--- config.mk ---
export PLATFORM = sky130hd
export DESIGN_NAME = lcvr_top
export DESIGN_NICKNAME = d
export VERILOG_FILES = /design/src/hdl/lcvr_pkg.sv /design/src/hdl/lcvr_chan.sv /design/src/hdl/lcvr_top.sv
export SDC_FILE = /design/constraint.sdc
export NUM_CORES = 1
export LEC_CHECK = 0
export ABC_AREA = 1
export BUFFER_PORTS_ARGS = -buffer_cell sky130_fd_sc_hd__buf_2
export CAP_MARGIN = 20
export CELL_PAD_IN_SITES_DETAIL_PLACEMENT = 0
export CELL_PAD_IN_SITES_GLOBAL_PLACEMENT = 1
export CORE_UTILIZATION = 43
export CTS_CLUSTER_SIZE = 24
export DETAILED_ROUTE_END_ITERATION = 12
export HOLD_SLACK_MARGIN = 0.02
export MAX_ROUTING_LAYER = met4
export PLACE_DENSITY_LB_ADDON = 0.1
export SYNTH_ARGS = -nofsm -noshare
export SYNTH_HDL_FRONTEND = slang
export SYNTH_SLANG_ARGS = --single-unit
--- constraint.sdc ---
create_clock -name clock_in -period 2.7 [get_ports clock_in]
set_input_delay 0.405 -clock clock_in [delete_from_list [all_inputs] [get_ports clock_in]]
set_output_delay 0.405 -clock clock_in [all_outputs]
set_load 0.02 [all_outputs]
--- src/hdl/lcvr_pkg.sv ---
package lcvr_pkg;

  // ----------------------------------------
  // channel and counter shape
  // ----------------------------------------
  localparam int          CHANNELS = 14;
  localparam int          CNT_W    = 16;
  localparam logic [15:0] CNT_ZERO = 16'h0000;
  localparam logic [15:0] CNT_ONE  = 16'h0001;
  localparam logic [15:0] CNT_FULL = 16'hFFFF;

  // ----------------------------------------
  // register indices (byte address = 4 * index)
  // ----------------------------------------
  localparam logic [9:0] IDX_SELECT     = 10'h0E5;
  localparam logic [9:0] IDX_CONTROL    = 10'h0E6;
  localparam logic [9:0] IDX_RESERVED   = 10'h0E7;
  localparam logic [9:0] IDX_COUNT      = 10'h0E8;
  localparam logic [9:0] IDX_IRQ_STATUS = 10'h0F0;
  localparam logic [9:0] IDX_IRQ_MASK   = 10'h0F1;

  // ----------------------------------------
  // control register fields
  // ----------------------------------------
  localparam int          CTL_CLEAR_ONE = 0;
  localparam int          CTL_LATCH_ONE = 1;
  localparam int          CTL_BYTE_SEL  = 2;
  localparam int          CTL_LATCH_ALL = 3;
  localparam int          CTL_CLEAR_ALL = 4;
  localparam logic [7:0]  CTL_WMASK     = 8'h1F;
  localparam logic [7:0]  CTL_RESET     = 8'h00;

  // ----------------------------------------
  // select register fields
  // ----------------------------------------
  localparam int          SEL_CHAN_LSB  = 0;
  localparam int          SEL_READ_EN   = 6;
  localparam int          SEL_MON       = 7;
  localparam logic [7:0]  SEL_WMASK     = 8'hCF;
  localparam logic [7:0]  SEL_RESET     = 8'h00;
  localparam logic [3:0]  SEL_NONE      = 4'h0;
  localparam logic [3:0]  SEL_LAST      = 4'hE;

  // ----------------------------------------
  // interrupt registers
  // ----------------------------------------
  localparam logic [13:0] IRQ_RESET     = 14'h0000;

  // ----------------------------------------
  // timing: software hold of a clear bit
  // ----------------------------------------
  localparam int CLK_PERIOD_PS  = 5000;
  localparam int CLEAR_HOLD_US  = 1;
  localparam int CLEAR_HOLD_CYC =
    (CLEAR_HOLD_US * 1000 * 1000 + CLK_PERIOD_PS - 1) / CLK_PERIOD_PS;

endpackage

--- src/hdl/lcvr_chan.sv ---
`timescale 1ns/1ps
module lcvr_chan (
  // clock and reset
  input  wire logic                 clock_in,
  input  wire logic                 rst_b_in,
  // line side
  input  wire logic                 line_code_violation_in,
  // control
  input  wire logic                 clear_in,
  input  wire logic                 latch_in,
  // results
  output logic [lcvr_pkg::CNT_W-1:0] count_out,
  output logic [lcvr_pkg::CNT_W-1:0] hold_out,
  output logic                      sat_out
);
  import lcvr_pkg::*;

  // ----------------------------------------
  // violation input synchroniser
  // ----------------------------------------
  logic              viol_s1;
  logic              viol_s2;
  logic              viol_s3;
  logic              viol_lvl;
  logic [CNT_W-1:0]  next_count;
  logic [CNT_W-1:0]  next_hold;

  wire agree     = (viol_s2 == viol_s3);
  wire next_lvl  = agree ? viol_s2 : viol_lvl;
  wire viol_rise = next_lvl & ~viol_lvl;
  wire at_full   = (count_out == CNT_FULL);

  // no counting while a clear is held; stick at full scale
  assign next_count = clear_in ? CNT_ZERO :
                      (viol_rise && !at_full) ? count_out + CNT_ONE :
                      count_out;
  // latch takes the value before this edge's increment
  assign next_hold  = latch_in ? count_out : hold_out;
  assign sat_out    = viol_rise & ~clear_in & (count_out == (CNT_FULL - CNT_ONE));

  always_ff @(posedge clock_in or negedge rst_b_in) begin
    if (!rst_b_in) begin
      viol_s1   <= 1'b0;
      viol_s2   <= 1'b0;
      viol_s3   <= 1'b0;
      viol_lvl  <= 1'b0;
      count_out <= CNT_ZERO;
      hold_out  <= CNT_ZERO;
    end else begin
      viol_s1   <= line_code_violation_in;
      viol_s2   <= viol_s1;
      viol_s3   <= viol_s2;
      viol_lvl  <= next_lvl;
      count_out <= next_count;
      hold_out  <= next_hold;
    end
  end

  // ----------------------------------------
  // checks
  // ----------------------------------------
  sat_stick_a: assert property (@(posedge clock_in) disable iff (!rst_b_in)
    (at_full && !clear_in) |=> (count_out == CNT_FULL))
    else $error("counter left full scale without a clear");

  count_step_a: assert property (@(posedge clock_in) disable iff (!rst_b_in)
    (viol_rise && !clear_in && !at_full) |=> (count_out == $past(count_out) + CNT_ONE))
    else $error("violation did not advance the counter by one");

  clear_zero_a: assert property (@(posedge clock_in) disable iff (!rst_b_in)
    clear_in [*2] |-> (count_out == CNT_ZERO))
    else $error("counter not zero while clear held");

endmodule

--- src/hdl/lcvr_top.sv ---
// The APB slave port is this design's own decision.
`timescale 1ns/1ps
// Functional notes
// - Setting the all-channel clear bit zeroes all fourteen counters.
// - Setting the per-channel clear bit zeroes only the selected channel's counter.
// - Setting the all-channel latch bit copies all fourteen counters into their holds at once.
// - Setting the per-channel latch bit copies only the selected channel into its hold.
// - The byte-select bit picks the low byte (0, default) or the high byte (1) for reading.
// - The count byte register returns the chosen byte of the selected channel's hold.
// - After reset the count byte register reads zero: select code 0000 names no channel and readback is off.
// - The four-bit channel field of the select register addresses clear, latch and readback.
// - Each counter saturates at full scale until cleared, never wrapping.
// - Select code 0000 names no channel; codes 0001 to 1110 name channels 0 to 13.
// - Counter bytes read back only while the readback-enable bit is one (default off).
module lcvr_top (
  // clock and reset
  input  wire logic                           clock_in,
  input  wire logic                           rst_b_in,
  // apb slave
  input  wire logic                           psel_in,
  input  wire logic                           penable_in,
  input  wire logic                           pwrite_in,
  input  wire logic [11:0]                    paddr_in,
  input  wire logic [31:0]                    pwdata_in,
  input  wire logic [3:0]                     pstrb_in,
  output logic [31:0]                         prdata_out,
  output logic                                pready_out,
  output logic                                pslverr_out,
  // line side violation strobes
  input  wire logic [lcvr_pkg::CHANNELS-1:0]  line_code_violation_in,
  // interrupt
  output logic                                irq_out
);
  import lcvr_pkg::*;

  // ----------------------------------------
  // registers
  // ----------------------------------------
  logic [7:0]          control;
  logic [7:0]          select;
  logic [CHANNELS-1:0] irq_status;
  logic [CHANNELS-1:0] irq_mask;
  logic                latch_all_prev;
  logic                latch_one_prev;

  logic [CNT_W-1:0]    count_val [CHANNELS];
  logic [CNT_W-1:0]    hold_val  [CHANNELS];
  logic [CHANNELS-1:0] chan_hit;
  logic [CHANNELS-1:0] chan_clear;
  logic [CHANNELS-1:0] chan_latch;
  logic [CHANNELS-1:0] chan_sat;

  // ----------------------------------------
  // apb decode
  // ----------------------------------------
  wire [9:0] word_idx  = paddr_in[11:2];
  wire       aligned   = (paddr_in[1:0] == 2'b00);
  wire       hit_sel   = aligned && (word_idx == IDX_SELECT);
  wire       hit_ctl   = aligned && (word_idx == IDX_CONTROL);
  wire       hit_rsv   = aligned && (word_idx == IDX_RESERVED);
  wire       hit_cnt   = aligned && (word_idx == IDX_COUNT);
  wire       hit_ists  = aligned && (word_idx == IDX_IRQ_STATUS);
  wire       hit_imsk  = aligned && (word_idx == IDX_IRQ_MASK);
  wire       mapped    = hit_sel | hit_ctl | hit_rsv | hit_cnt | hit_ists | hit_imsk;
  wire       setup     = psel_in & ~penable_in;
  wire       access    = psel_in & penable_in;
  // writes use the low two lanes only: every register is at most 14 bits
  wire       wr_lo     = access & pwrite_in & mapped & pstrb_in[0];
  wire       wr_hi     = access & pwrite_in & mapped & pstrb_in[1];

  // zero-wait slave; unmapped or misaligned words answer with an error
  assign pready_out  = 1'b1;
  assign pslverr_out = access & ~mapped;

  // ----------------------------------------
  // control fields and channel decode
  // ----------------------------------------
  wire [3:0] chan_code   = select[SEL_CHAN_LSB +: 4];
  wire       read_en     = select[SEL_READ_EN];
  wire       byte_sel    = control[CTL_BYTE_SEL];
  wire       clear_all   = control[CTL_CLEAR_ALL];
  wire       clear_one   = control[CTL_CLEAR_ONE];
  wire       latch_all   = control[CTL_LATCH_ALL];
  wire       latch_one   = control[CTL_LATCH_ONE];
  wire       latch_all_r = latch_all & ~latch_all_prev;
  wire       latch_one_r = latch_one & ~latch_one_prev;
  wire       chan_valid  = (chan_code != SEL_NONE) && (chan_code <= SEL_LAST);
  wire [3:0] chan_index  = chan_valid ? (chan_code - 4'h1) : 4'h0;

  genvar g;
  generate
    for (g = 0; g < CHANNELS; g++) begin : g_chan
      assign chan_hit[g]   = (chan_code == 4'(g + 1));
      assign chan_clear[g] = clear_all | (clear_one & chan_hit[g]);
      assign chan_latch[g] = latch_all_r | (latch_one_r & chan_hit[g]);

      lcvr_chan lcvr_chan_i (
        .clock_in               (clock_in),
        .rst_b_in               (rst_b_in),
        .line_code_violation_in (line_code_violation_in[g]),
        .clear_in               (chan_clear[g]),
        .latch_in               (chan_latch[g]),
        .count_out              (count_val[g]),
        .hold_out               (hold_val[g]),
        .sat_out                (chan_sat[g])
      );
    end
  endgenerate

  // ----------------------------------------
  // readback path
  // ----------------------------------------
  wire [CNT_W-1:0] sel_hold  = chan_valid ? hold_val[chan_index] : CNT_ZERO;
  wire [7:0]       sel_byte  = byte_sel ? sel_hold[15:8] : sel_hold[7:0];
  // readback gated off reads as zero, like the "none" code
  wire [7:0]       cnt_byte  = read_en ? sel_byte : 8'h00;

  wire [31:0] rd_mux = hit_sel  ? {24'h00_0000, select} :
                       hit_ctl  ? {24'h00_0000, control} :
                       hit_cnt  ? {24'h00_0000, cnt_byte} :
                       hit_ists ? {18'h0_0000, irq_status} :
                       hit_imsk ? {18'h0_0000, irq_mask} :
                       32'h0000_0000;

  // ----------------------------------------
  // interrupt status: set wins over clear
  // ----------------------------------------
  wire [CHANNELS-1:0] ists_clr    = (wr_lo && hit_ists) ?
                                    {pwdata_in[13:8] & {6{wr_hi}}, pwdata_in[7:0]} :
                                    IRQ_RESET;
  wire [CHANNELS-1:0] next_status = (irq_status & ~ists_clr) | chan_sat;
  wire [CHANNELS-1:0] next_mask   = (wr_lo && hit_imsk) ?
                                    {wr_hi ? pwdata_in[13:8] : irq_mask[13:8],
                                     pwdata_in[7:0]} : irq_mask;
  wire [7:0] next_control = (wr_lo && hit_ctl) ? (pwdata_in[7:0] & CTL_WMASK) : control;
  wire [7:0] next_select  = (wr_lo && hit_sel) ? (pwdata_in[7:0] & SEL_WMASK) : select;

  assign irq_out = |(irq_status & irq_mask);

  always_ff @(posedge clock_in or negedge rst_b_in) begin
    if (!rst_b_in) begin
      control <= CTL_RESET;
    end else begin
      control <= next_control;
    end
  end

  always_ff @(posedge clock_in or negedge rst_b_in) begin
    if (!rst_b_in) begin
      select <= SEL_RESET;
    end else begin
      select <= next_select;
    end
  end

  always_ff @(posedge clock_in or negedge rst_b_in) begin
    if (!rst_b_in) begin
      irq_status <= IRQ_RESET;
    end else begin
      irq_status <= next_status;
    end
  end

  always_ff @(posedge clock_in or negedge rst_b_in) begin
    if (!rst_b_in) begin
      irq_mask <= IRQ_RESET;
    end else begin
      irq_mask <= next_mask;
    end
  end

  // previous latch bits feed the zero-to-one edge detectors
  always_ff @(posedge clock_in or negedge rst_b_in) begin
    if (!rst_b_in) begin
      latch_all_prev <= 1'b0;
    end else begin
      latch_all_prev <= latch_all;
    end
  end

  always_ff @(posedge clock_in or negedge rst_b_in) begin
    if (!rst_b_in) begin
      latch_one_prev <= 1'b0;
    end else begin
      latch_one_prev <= latch_one;
    end
  end

  // read data sampled at setup, held through the access cycle
  always_ff @(posedge clock_in or negedge rst_b_in) begin
    if (!rst_b_in) begin
      prdata_out <= 32'h0000_0000;
    end else if (setup && !pwrite_in) begin
      prdata_out <= rd_mux;
    end
  end

  // ----------------------------------------
  // checks
  // ----------------------------------------
  clear_all_a: assert property (@(posedge clock_in) disable iff (!rst_b_in)
    clear_all |=> (count_val[0] == CNT_ZERO) && (count_val[13] == CNT_ZERO))
    else $error("clear all left a counter non-zero");

  clear_one_a: assert property (@(posedge clock_in) disable iff (!rst_b_in)
    (clear_one && !clear_all && chan_code == 4'h6) |=> (count_val[5] == CNT_ZERO))
    else $error("per-channel clear missed the selected counter");

  latch_all_a: assert property (@(posedge clock_in) disable iff (!rst_b_in)
    $rose(latch_all) |=> (hold_val[5] == $past(count_val[5])) &&
                         (hold_val[13] == $past(count_val[13])))
    else $error("latch all did not copy counters");

  latch_one_a: assert property (@(posedge clock_in) disable iff (!rst_b_in)
    (latch_one_r && !latch_all_r && chan_code == SEL_LAST) |=>
      (hold_val[13] == $past(count_val[13])) && $stable(hold_val[0]))
    else $error("per-channel latch touched the wrong hold");

  latch_edge_a: assert property (@(posedge clock_in) disable iff (!rst_b_in)
    (latch_all && latch_all_prev && !latch_one_r) |=> $stable(hold_val[7]))
    else $error("held latch bit recaptured a counter");

  byte_pick_a: assert property (@(posedge clock_in) disable iff (!rst_b_in)
    (setup && !pwrite_in && hit_cnt && read_en && chan_code == 4'h1 && byte_sel) |=>
      (prdata_out == {24'h00_0000, $past(hold_val[0][15:8])}))
    else $error("high byte read returned wrong data");

  read_off_a: assert property (@(posedge clock_in) disable iff (!rst_b_in)
    (setup && !pwrite_in && hit_cnt && !read_en) |=> (prdata_out == 32'h0000_0000))
    else $error("counter readable with readback disabled");

  none_code_a: assert property (@(posedge clock_in) disable iff (!rst_b_in)
    (setup && !pwrite_in && hit_cnt && chan_code == SEL_NONE) |=>
      (prdata_out == 32'h0000_0000))
    else $error("select code none returned data");

  sat_set_a: assert property (@(posedge clock_in) disable iff (!rst_b_in)
    (chan_sat[4]) |=> irq_status[4] ##1 (irq_status[4] || $past(ists_clr[4])))
    else $error("saturation event lost in status");

  // ----------------------------------------
  // per-channel checks
  // ----------------------------------------
  generate
    for (g = 0; g < CHANNELS; g++) begin : g_check
      chan_clear_a: assert property (@(posedge clock_in) disable iff (!rst_b_in)
        chan_clear[g] |=> (count_val[g] == CNT_ZERO))
        else $error("cleared channel counter not zero");

      chan_latch_a: assert property (@(posedge clock_in) disable iff (!rst_b_in)
        chan_latch[g] |=> (hold_val[g] == $past(count_val[g])))
        else $error("latched hold differs from its counter");

      hold_keep_a: assert property (@(posedge clock_in) disable iff (!rst_b_in)
        !chan_latch[g] |=> $stable(hold_val[g]))
        else $error("hold changed without a latch");
    end
  endgenerate

  // ----------------------------------------
  // register bus checks
  // ----------------------------------------
  sel_write_a: assert property (@(posedge clock_in) disable iff (!rst_b_in)
    (wr_lo && hit_sel) |=> (select == ($past(pwdata_in[7:0]) & SEL_WMASK)))
    else $error("select write not stored");

  ctl_write_a: assert property (@(posedge clock_in) disable iff (!rst_b_in)
    (wr_lo && hit_ctl) |=> (control == ($past(pwdata_in[7:0]) & CTL_WMASK)))
    else $error("control write not stored");

  ctl_read_a: assert property (@(posedge clock_in) disable iff (!rst_b_in)
    (setup && !pwrite_in && hit_ctl) |=> (prdata_out == {24'h00_0000, $past(control)}))
    else $error("control read returned wrong data");

  low_byte_a: assert property (@(posedge clock_in) disable iff (!rst_b_in)
    (setup && !pwrite_in && hit_cnt && read_en && chan_code == SEL_LAST && !byte_sel) |=>
      (prdata_out == {24'h00_0000, $past(hold_val[13][7:0])}))
    else $error("low byte read returned wrong data");

  count_wr_a: assert property (@(posedge clock_in) disable iff (!rst_b_in)
    (access && pwrite_in && hit_cnt) |=> ($stable(control) && $stable(select)))
    else $error("write to count byte changed a register");

  no_chan_a: assert property (@(posedge clock_in) disable iff (!rst_b_in)
    (chan_code == SEL_NONE || chan_code == 4'hF) |-> (chan_hit == '0))
    else $error("reserved select code addressed a channel");

  one_hit_a: assert property (@(posedge clock_in) disable iff (!rst_b_in)
    chan_valid |-> $onehot(chan_hit))
    else $error("valid select code did not address one channel");

  status_clr_a: assert property (@(posedge clock_in) disable iff (!rst_b_in)
    (wr_lo && hit_ists && pwdata_in[0] && !chan_sat[0]) |=>
      !irq_status[0])
    else $error("status bit not cleared by a written one");

  unmapped_a: assert property (@(posedge clock_in) disable iff (!rst_b_in)
    (setup && !pwrite_in && !mapped) |=> (prdata_out == 32'h0000_0000))
    else $error("unmapped read returned data");

  reserved_a: assert property (@(posedge clock_in) disable iff (!rst_b_in)
    (setup && !pwrite_in && hit_rsv) |=> (prdata_out == 32'h0000_0000))
    else $error("reserved slot read returned data");

endmodule
* Word-level counts from Yosys, hierarchy flattened *
Cells that the tools add are included.

storage, ports and cells
  flip-flop bits (word level) = 577
  bits of input ports = 67
  output and inout bits = 35
  word-level logic and storage cells = 435

operators by class
  add/sub/neg operators = 15
  magnitude comparators = 2
  eq/ne operators = 62
  mux-type cells = 55
  bitwise operators = 150
  reductions and logical operators = 59

operators with widths
  kind                                                               number
  16-bit 2-to-1 mux                                                  31
  16-bit == test (second input constant)                             28
  16-bit by 1-bit adder with 16-bit output (second input constant)   14
  14-bit 2-to-1 mux                                                  6
  1-bit AND                                                          79
  16-bit binary-select mux with 4-bit select                         1
  10-bit by 8-bit == test with 1-bit output (second input constant)  6
  1-bit bitwise OR                                                   33
  1-bit inverter                                                     32
  14-bit AND                                                         2
  4-bit == test (second input constant)                              7
  2-bit nonzero test                                                 14
  1-bit logical AND                                                  26
  4-bit by 3-bit == test with 1-bit output (second input constant)   4
  8-bit 2-to-1 mux                                                   2
  1-bit zero test                                                    15
  1-bit == test                                                      14
  1-bit 2-to-1 mux                                                   14
  14-bit inverter                                                    1
  14-bit bitwise OR                                                  1
  14-bit OR reduction                                                1
  4-bit by 2-bit == test with 1-bit output (second input constant)   2
  6-bit AND                                                          1
  5-bit greater-or-equal comparator (second input constant)          1
  8 further kinds                                                    8

* Longest topological paths before layout *
Gate-level depths: netlist of the first run.

  depth in word-level cells = 14
  gate-level depth with buffers = 22
  mapped depth without buffers = 19

* Modules after synthesis *
A second synthesis of the first run with hierarchy kept.

unflattened totals
  cell total of the unflattened synthesis = 3895
  area total of the unflattened synthesis = 30795.8 µm²

by module, submodules not included
  module     instances  cells an instance  area an instance (µm²)  sequential area each (µm²)
  lcvr_chan  14         211                1793.0                  900.9
  lcvr_top   1          941                5694.2                  1376.3

* Worst setup path after synthesis of the first run *
OpenSTA, ideal clock, no wires.

  path kind = reg-to-reg
  start = register select[0]
  end = register g_chan[7].lcvr_chan_i.count_out[15] (netlist bit)
  setup time = 129 ps
  arrival time = 2725 ps
  data required time = 2571 ps
  path slack = -154 ps
  cell stages (with the launch flop) = 15
  path buffers = 3
  period minus slack after synthesis = 2854 ps
  path through = dfrtp_1 clkinv_1 clkbuf_1 clkbuf_1 ha_1 clkbuf_1 nand2_1 o21ai_4 inv_1 nand2_4 nand3_4 nor3_4 nand2_1 nor3_1 nor3_1

between the ends
  cells in the longest elaborated chain, start to end = 4
  elaborated cells between the ends (all ways) = 5
  classes of those cells = eq/ne (1); mux (1); bitwise (2); reduce/logical (1)

ends and longest elaborated chain
  item                                                            RTL line         text
  start, declared                                                 lcvr_top.sv:40   logic [7:0] select;
  start signal, assigned                                          lcvr_top.sv:152  select <= next_select;
  4-bit == test (*)                                               lcvr_top.sv:93   assign chan_hit[g] = (chan_code == 4'(g + 1));
  1-bit AND (*)                                                   lcvr_top.sv:94   assign chan_clear[g] = clear_all | (clear_one & chan_hit[g]);
  1-bit bitwise OR (*)                                            lcvr_top.sv:94
  16-bit 2-to-1 mux / 2-bit nonzero test (equally long branches)  -
  end signal, assigned                                            lcvr_chan.sv:54  count_out <= next_count;
  end, declared                                                   lcvr_chan.sv:12  output logic [lcvr_pkg::CNT_W-1:0] count_out,

Mark *: on every way between the ends. The rest lies on a longest branch, timed or not.
A chain may end at the register's enable or synchronous reset.

* Worst setup path in the final report of the first run *
  start = register select[1]
  end = register prdata_out[0]

between the ends
  cells in the longest elaborated chain, start to end = 13
  elaborated cells between the ends (all ways) = 15
  classes of those cells = add/sub (1); order compare (1); mux (10); bitwise (1); reduce/logical (2)

ends and longest elaborated chain
  item                                                                         RTL line         text
  4-bit less-or-equal comparator / 4-bit nonzero test (equally long branches)  lcvr_top.sv:87   wire chan_valid = (chan_code != SEL_NONE) && (chan_code <= SEL_LAST);
  1-bit logical AND                                                            lcvr_top.sv:87
  4-bit 2-to-1 mux                                                             lcvr_top.sv:88   wire [3:0] chan_index = chan_valid ? (chan_code - 4'h1) : 4'h0;
  4-bit inverter with 5-bit output (implied by the code)                       lcvr_top.sv:113  wire [CNT_W-1:0] sel_hold = chan_valid ? hold_val[chan_index] : CNT_ZERO;
  16-bit binary-select mux with 4-bit select                                   lcvr_top.sv:113
  16-bit 2-to-1 mux (implied by the code) (2 in series)                        lcvr_top.sv:113
  16-bit 2-to-1 mux (*)                                                        lcvr_top.sv:113
  8-bit 2-to-1 mux (*)                                                         lcvr_top.sv:114  wire [7:0] sel_byte = byte_sel ? sel_hold[15:8] : sel_hold[7:0];
  8-bit 2-to-1 mux (*)                                                         lcvr_top.sv:116  wire [7:0] cnt_byte = read_en ? sel_byte : 8'h00;
  14-bit 2-to-1 mux (*)                                                        lcvr_top.sv:120  hit_cnt ? {24'h00_0000, cnt_byte} :
  14-bit 2-to-1 mux (*)                                                        lcvr_top.sv:119  hit_ctl ? {24'h00_0000, control} :
  14-bit 2-to-1 mux (*)                                                        lcvr_top.sv:118  wire [31:0] rd_mux = hit_sel ? {24'h00_0000, select} :
  end signal, assigned                                                         lcvr_top.sv:194  prdata_out <= rd_mux;
  end, declared                                                                lcvr_top.sv:26   output logic [31:0] prdata_out,

Mark *: on every way between the ends. The rest lies on a longest branch, timed or not. The select of a mux whose other input is x is not followed.

==> flow_metrics.tcl, run 1 <==
set metrics [dict create \
    period_share_pct 93.6 \
    worstPathCellList "inv_1, ha_2, nand2_4, buf_4, nand2_1, nor2_1, nand2_2, inv_1, buf_4, a21oi_1, buf_4, o21ai_1, nand2_1, nand2_1" \
    post_drt_via_cell_ratio 5.29 \
    cts_root_buffer "clkbuf_16" \
    yosysMostFrequentCell "dfrtp_1" \
    slowest_stage "dfrtp_1" \
    numClockSinks 559 \
    peakVddDrop_mv 0.434 \
    setup_viol 0 \
    dr.pass1.iters 6 \
    h-tree-depth 3 \
    clockBufferDepth 3 \
    io_pins 102 \
    yosysWarnings 0 \
    grt_pass1_vias 22300 \
    ys_types 60 \
    post_drt_wl_per_cell_um 18.4 \
    maxCapViolations 0 \
    wl_um 78900 \
    timing_hold_violations_final 0 \
    finish.utilization_pct 50.6 \
    ys_ff_latch 559 \
    ys_top_cells_by_area "dfrtp_1 (52%), nand2_1 (7.7%), inv_1 (5.7%)" \
    end_kind "register" \
    hold_class "primary input to register" \
    synth_edf_count 0 \
    power_density_nw_per_um2 652 \
    drive_above_1_share_pct 11.5 \
    yosys-top-cells-count "dfrtp_1 (559), nand2_1 (557), inv_1 (409), a21oi_1 (298), nor2_1 (298)" \
    grt_pass1_wl_um 124000 \
    syn_area_per_cell_um2 8.37 \
    cts_tree "built" \
    crit_buf_inv 5 \
    hold_ws_ns 0.0484 \
    area_growth_pct 15.8 \
    worstSetupPathType "register to register" \
    fmax_mhz 396 \
    skew_ns 0.0192 \
    cp_top_family "buffers and inverters" \
    clock_latency_ns 0.61 \
    synth_top_area_share_pct 51.6 \
    core_um2 62100 \
    slew_headroom_pct 30.8 \
    grt_overflow_total 0 \
    grt_setup_unrepaired "true" \
    run_status "complete, no violations" \
    power_mw 20.5 \
    worstMarginPinSlew_ns 1.04 \
    vias 22600 \
    async_flop_share_pct 100 \
    fillCellCount 5979 \
    fin_crit_ns 2.53 \
    gp_congestion 0.926 \
    die_x_um 253 \
    num_rows 91 \
    track_usage_pct 25.8 \
    reg2reg_from "select[1]$_DFFE_PN0P_" \
    arrival_ns 3.07 \
    fin_setup_tns_ns 0 \
    detail-route-antenna-nets 0 \
    drc 0 \
    cts_buffers 67 \
    die_h_um 253 \
    die_area_um2 64100 \
    max_stage_delay_ns 0.39 \
    syn_inst 3239 \
    placedInstanceArea_um2 29000 \
    leakagePower_nw 14.6 \
    yosysSeqAreaShare_pct 51.6 \
    worstHoldStart "pwdata_in[0]" \
    drt_iter0_drc 1732 \
    syn_area_um2 27100 \
    ys.flop_type "dfrtp_1" \
    synth_top_cell_by_area "dfrtp_1" \
    final-max-slew-violation-count 0 \
    fin_nets 3489 \
    dpl.hpwl_um 59100 \
    stdcell_area_um2 31400 \
    cp-start-kind "register" \
    worstPathMaxFanout 11 \
    worstPathRequired_ns 3.25 \
    crit_path_start "select[1]$_DFFE_PN0P_" \
    n_antenna_cell 0 \
    port_buffers 62 \
    grt_antenna_before_repair 0 \
    grt_max_degree 72 \
    start_util_pct 43.7 \
    cts.clk_slew.worst_paths_ns 0.06 \
]
-- layer usage --
metal | routed length (um) | track usage, %
met1 | 35800 | 33.9
met2 | 36900 | 40.5
met3 | 3710 | 4.29
met4 | 2460 | 8.57
met5 | 0 | -
-- kinds of logic (layout without fill, tap and decap cells) --
logic type	after synthesis	in the layout	synth area share, %
mux	34	34	1.41
xor+xnor	4	4	0.129
flops	559	559	51.6
simple gates	1291	1291	21.1
other cells	2	19	0.0277
buf+inv	552	735	8.29
fa+ha+maj	38	38	1.70
compound gates	759	759	15.8
-- report_power, final --
group / internal [mW] / total (mW) / switching, mW
combinational: 0.671 / 2.05 / 1.38
clock: 5.21 / 8.80 / 3.59
sequential: 8.97 / 9.64 / 0.663
-- layout make-up --
cell class | count | area (um^2) | area share [%]
Clock buffer | 100 | 1950 | 6.22
Clock inverter | 18 | 180 | 0.574
Inverter | 421 | 1580 | 5.04
Multi-Input combinational cell | 2145 | 11100 | 35.4
Sequential cell | 559 | 14000 | 44.5
Tap cell | 837 | 1050 | 3.33
Timing Repair Buffer | 196 | 1560 | 4.95
-- layout by cell type (no fill, tap or decap), types with 15 or more instances in the layout --
cell type and count:
dfrtp_1 559, nand2_1 557, inv_1 409, a21oi_1 298, nor2_1 297, o21ai_0 269, nand3_1 195, nor3_1 110
buf_4 101, clkbuf_16 69, nand4_1 61, buf_2 61, o211ai_1 40, mux2_2 34, ha_1 31, o21ai_1 24
a31oi_1 23, a211oi_1 20, clkbuf_1 20, conb_1 19, dlygate4sd3_1 16, nor4_1 15
-- state kept, by name, indices dropped and copies added, names as in the netlist, 5 cells and up --
signal,flops
irq_mask,14
control,5
irq_status,14
prdata_out,14
g_chan.lcvr_chan_i.viol_s2,14
g_chan.lcvr_chan_i.viol_s3,14
g_chan.lcvr_chan_i.hold_out,224
g_chan.lcvr_chan_i.count_out,224
select,6
g_chan.lcvr_chan_i.viol_s1,14
g_chan.lcvr_chan_i.viol_lvl,14
-- through the flow --
stage | setup WS [ns] | std cells
6_report | 0.172 | 4276
5_1_grt | -0.00886 | 4276
4_1_cts | 0.106 | 4275
3_5_place_dp | 0.136 | 4141
3_3_place_gp | 0.152 | 4141
2_1_floorplan | 0.0382 | 3256
-- path summary, 6_finish.rpt --
path	to	slack [ns]	cells past startpoint
worst max-delay path	prdata_out[0]$_DFFE_PN0P_	0.17	14
worst min-delay path	irq_mask[0]$_DFFE_PN0P_	0.05	3
worst max register to register	prdata_out[0]$_DFFE_PN0P_	0.17	14
worst min register to register	g_chan[0].lcvr_chan_i.viol_s2$_DFF_PN0_	0.35	0
max in group asynchronous	g_chan[6].lcvr_chan_i.hold_out[2]$_DFFE_PN0P_	1.43	3
min in group asynchronous	g_chan[2].lcvr_chan_i.hold_out[4]$_DFFE_PN0P_	0.39	2
-- timing repair --
| action | in CTS | in global routing |
|---|---|---|
| endpoints found under the hold margin | 56 | 0 |
| setup endpoints to repair | 0 | 13 |
| gates resized for setup | 0 | 18 |
| hold buffers | 16 | 0 |
| setup buffers | 0 | 1 |
-- worst reg2reg max path: cells and delay by family, from the launching register on --
family	cells	cell delay (ns)
adders and majority gates	1	0.20
DFF	1	0.39
buffers and inverters	5	0.90
AOI/OAI and AO/OA	2	0.26
and+or+nand+nor	6	0.71
(Power assumes the default switching activity.)
==> inputs of run 2 (changes only) <==
--- a/config.mk
+++ b/config.mk
@@ -8,9 +8,9 @@
 export ABC_AREA = 1
 export BUFFER_PORTS_ARGS = -buffer_cell sky130_fd_sc_hd__buf_2
 export CAP_MARGIN = 20
-export CELL_PAD_IN_SITES_DETAIL_PLACEMENT = 0
-export CELL_PAD_IN_SITES_GLOBAL_PLACEMENT = 1
-export CORE_UTILIZATION = 43
+export CELL_PAD_IN_SITES_DETAIL_PLACEMENT = 2
+export CELL_PAD_IN_SITES_GLOBAL_PLACEMENT = 2
+export CORE_UTILIZATION = 35
 export CTS_CLUSTER_SIZE = 24
 export DETAILED_ROUTE_END_ITERATION = 12
 export HOLD_SLACK_MARGIN = 0.02
==> flow_metrics.tcl, run 2 (synthesized netlist as in run 1, its figures left out) <==
set metrics [dict create \
    rr_endpoint "prdata_out[6]$_DFFE_PN0P_" \
    clock_latency_ns 0.62 \
    grt_max_degree 78 \
    drc 0 \
    post_drt_wl_per_cell_um 21.5 \
    period_share_pct 95.9 \
    final-max-slew-violation-count 0 \
    worstPathMaxFanout 17 \
    clockBufferDepth 3 \
    holdPathStages 3 \
    grt_overflow_total 0 \
    drt_iter0_drc 1139 \
    dr.pass1.iters 4 \
    grt_pass1_wl_um 153000 \
    start_util_pct 35.5 \
    worstMarginPinSlew_ns 0.721 \
    hold_path_end "irq_mask[0]$_DFFE_PN0P_" \
    post_drt_via_cell_ratio 5.30 \
    cts_tree "built" \
    io_pins 102 \
    maxCapViolations 0 \
    drive_above_1_share_pct 12.1 \
    run_status "complete, no violations" \
    fin_crit_ns 2.59 \
    rr_worst_depth 16 \
    cpMostUsedCell "nand2_1" \
    cp-start-kind "register" \
    die_h_um 280 \
    grt_antenna_before_repair 0 \
    die_x_um 280 \
    hold_class "primary input to register" \
    num_rows 101 \
    finalNonFillerCells 4479 \
    cts_buffers 69 \
    worstHoldStart "pwdata_in[0]" \
    power_mw 21.8 \
    max_stage_delay_ns 0.36 \
    final_cell_mix "dfrtp_1 (558), nand2_1 (555), inv_1 (408)" \
    detail-route-antenna-nets 0 \
    layout_commonest_cell "dfrtp_1" \
    dpl.hpwl_um 72100 \
    dp_slack_ns -0.0718 \
    setup_viol 0 \
    dpl.cell_count 4333 \
    leakagePower_nw 14.7 \
    slew_headroom_pct 51.9 \
    slowest_stage "dfrtp_1" \
    worstSetupPathType "register to register" \
    reg2reg_from "select[0]$_DFFE_PN0P_" \
    track_usage_pct 25.6 \
    grt_pass1_vias 26400 \
    fin_setup_tns_ns 0 \
    gp_congestion 0.889 \
    reg.largest.list "g_chan.lcvr_chan_i.count_out (224), g_chan.lcvr_chan_i.hold_out (224)" \
    cts_root_buffer "clkbuf_16" \
    crit_buf_inv 3 \
    arrival_ns 3.11 \
    fin_nets 3494 \
    end_kind "register" \
    skew_ns 0.0267 \
    finish.utilization_pct 41.9 \
    h-tree-depth 3 \
    n_antenna_cell 0 \
    timing_hold_violations_final 0 \
    die_area_um2 78600 \
    core_um2 76300 \
    cp_top_family "simple AND/OR/NAND/NOR gates" \
    power_density_nw_per_um2 683 \
    fmax_mhz 386 \
    r2r_slack_ns 0.11 \
    cts.clk_slew.worst_paths_ns 0.06 \
    wl_um 96500 \
    peakVddDrop_mv 0.395 \
    worstPathCellList "clkinv_2, ha_1, nor2_2, nand2_4, nand3_4, inv_2, buf_12, o21ai_0, nand3_1, nand2_1, nand3_1, nand2_1, nand2_1, nand2_1, nand2_1, a21boi_1" \
    numClockSinks 559 \
    fin_ws_ns 0.109 \
    port_buffers 62 \
    vias 23700 \
    worstPathRequired_ns 3.22 \
    area_growth_pct 18.0 \
    grt_setup_unrepaired "true" \
]
-- run 2: cell types whose count changed in the layout (fill, tap and decap cells not counted), moves of 3 or more --
cell       delta
bufinv_16     +8
clkbuf_1      -7
nand3_1       +5
nand3_2       -5
clkinv_2      +4
clkbuf_16     +3
-- run 2: worst min-delay path: cells and delay by family --
kind / cells / cell delay, ns
simple gates: 2 / 0.10
buf+inv: 1 / 0.10
-- run 2: area by class of cell --
class / instances / area (um^2)
clock buffer: 95 / 1990
clock inverter: 30 / 429
fill: 8464 / 44300
inverter: 421 / 1590
multi-input combinational: 2145 / 11100
sequential: 559 / 14000
tap: 1030 / 1290
timing repair buffer: 199 / 1600
-- run 2: worst max path at each step --
stage	from	endpoint	slack, ns	depth (start not counted)
after CTS	select[1]$_DFFE_PN0P_	prdata_out[2]$_DFFE_PN0P_	0.002	17
after global routing	select[0]$_DFFE_PN0P_	prdata_out[6]$_DFFE_PN0P_	-0.03	16
after floorplan	select[0]$_DFFE_PN0P_	prdata_out[1]$_DFFE_PN0P_	0.04	17
final	select[0]$_DFFE_PN0P_	prdata_out[6]$_DFFE_PN0P_	0.11	16
after global placement	select[0]$_DFFE_PN0P_	prdata_out[1]$_DFFE_PN0P_	0.02	15
after detailed placement	select[0]$_DFFE_PN0P_	prdata_out[1]$_DFFE_PN0P_	-0.07	15
-- run 2: stage by stage --
step	cell area, um^2	hold WS, ns
6_report	32000	0.0428
5_1_grt	32000	0.0406
4_1_cts	31900	0.0228
3_5_place_dp	29300	0.336
3_3_place_gp	29300	0.333
2_1_floorplan	27200	0.109
-- run 2: power breakdown --
part | switching [mW] | internal [mW] | total, mW | leakage [nW]
logic | 1.53 | 0.686 | 2.22 | 6.08
registers | 0.727 | 8.97 | 9.70 | 7.44
clock network | 3.81 | 6.12 | 9.93 | 1.20
-- run 2: what timing repair did --
item                                    4_1_cts  5_1_grt
hold buffers                                 16        0
buffers inserted                              0        4
endpoints found under the setup margin        4       15
pin swaps                                     0        6
endpoints found under the hold margin        57        0
resized for setup                             2       24
-- run 2: routing by layer --
| metal | track usage (%) | share of wire, % |
|---|---|---|
| met2 | 43.7 | 50 |
| met3 | 2.35 | 2.3 |
| met4 | 7.66 | 2.8 |
| met1 | 32.3 | 45 |
| met5 | - | 0 |
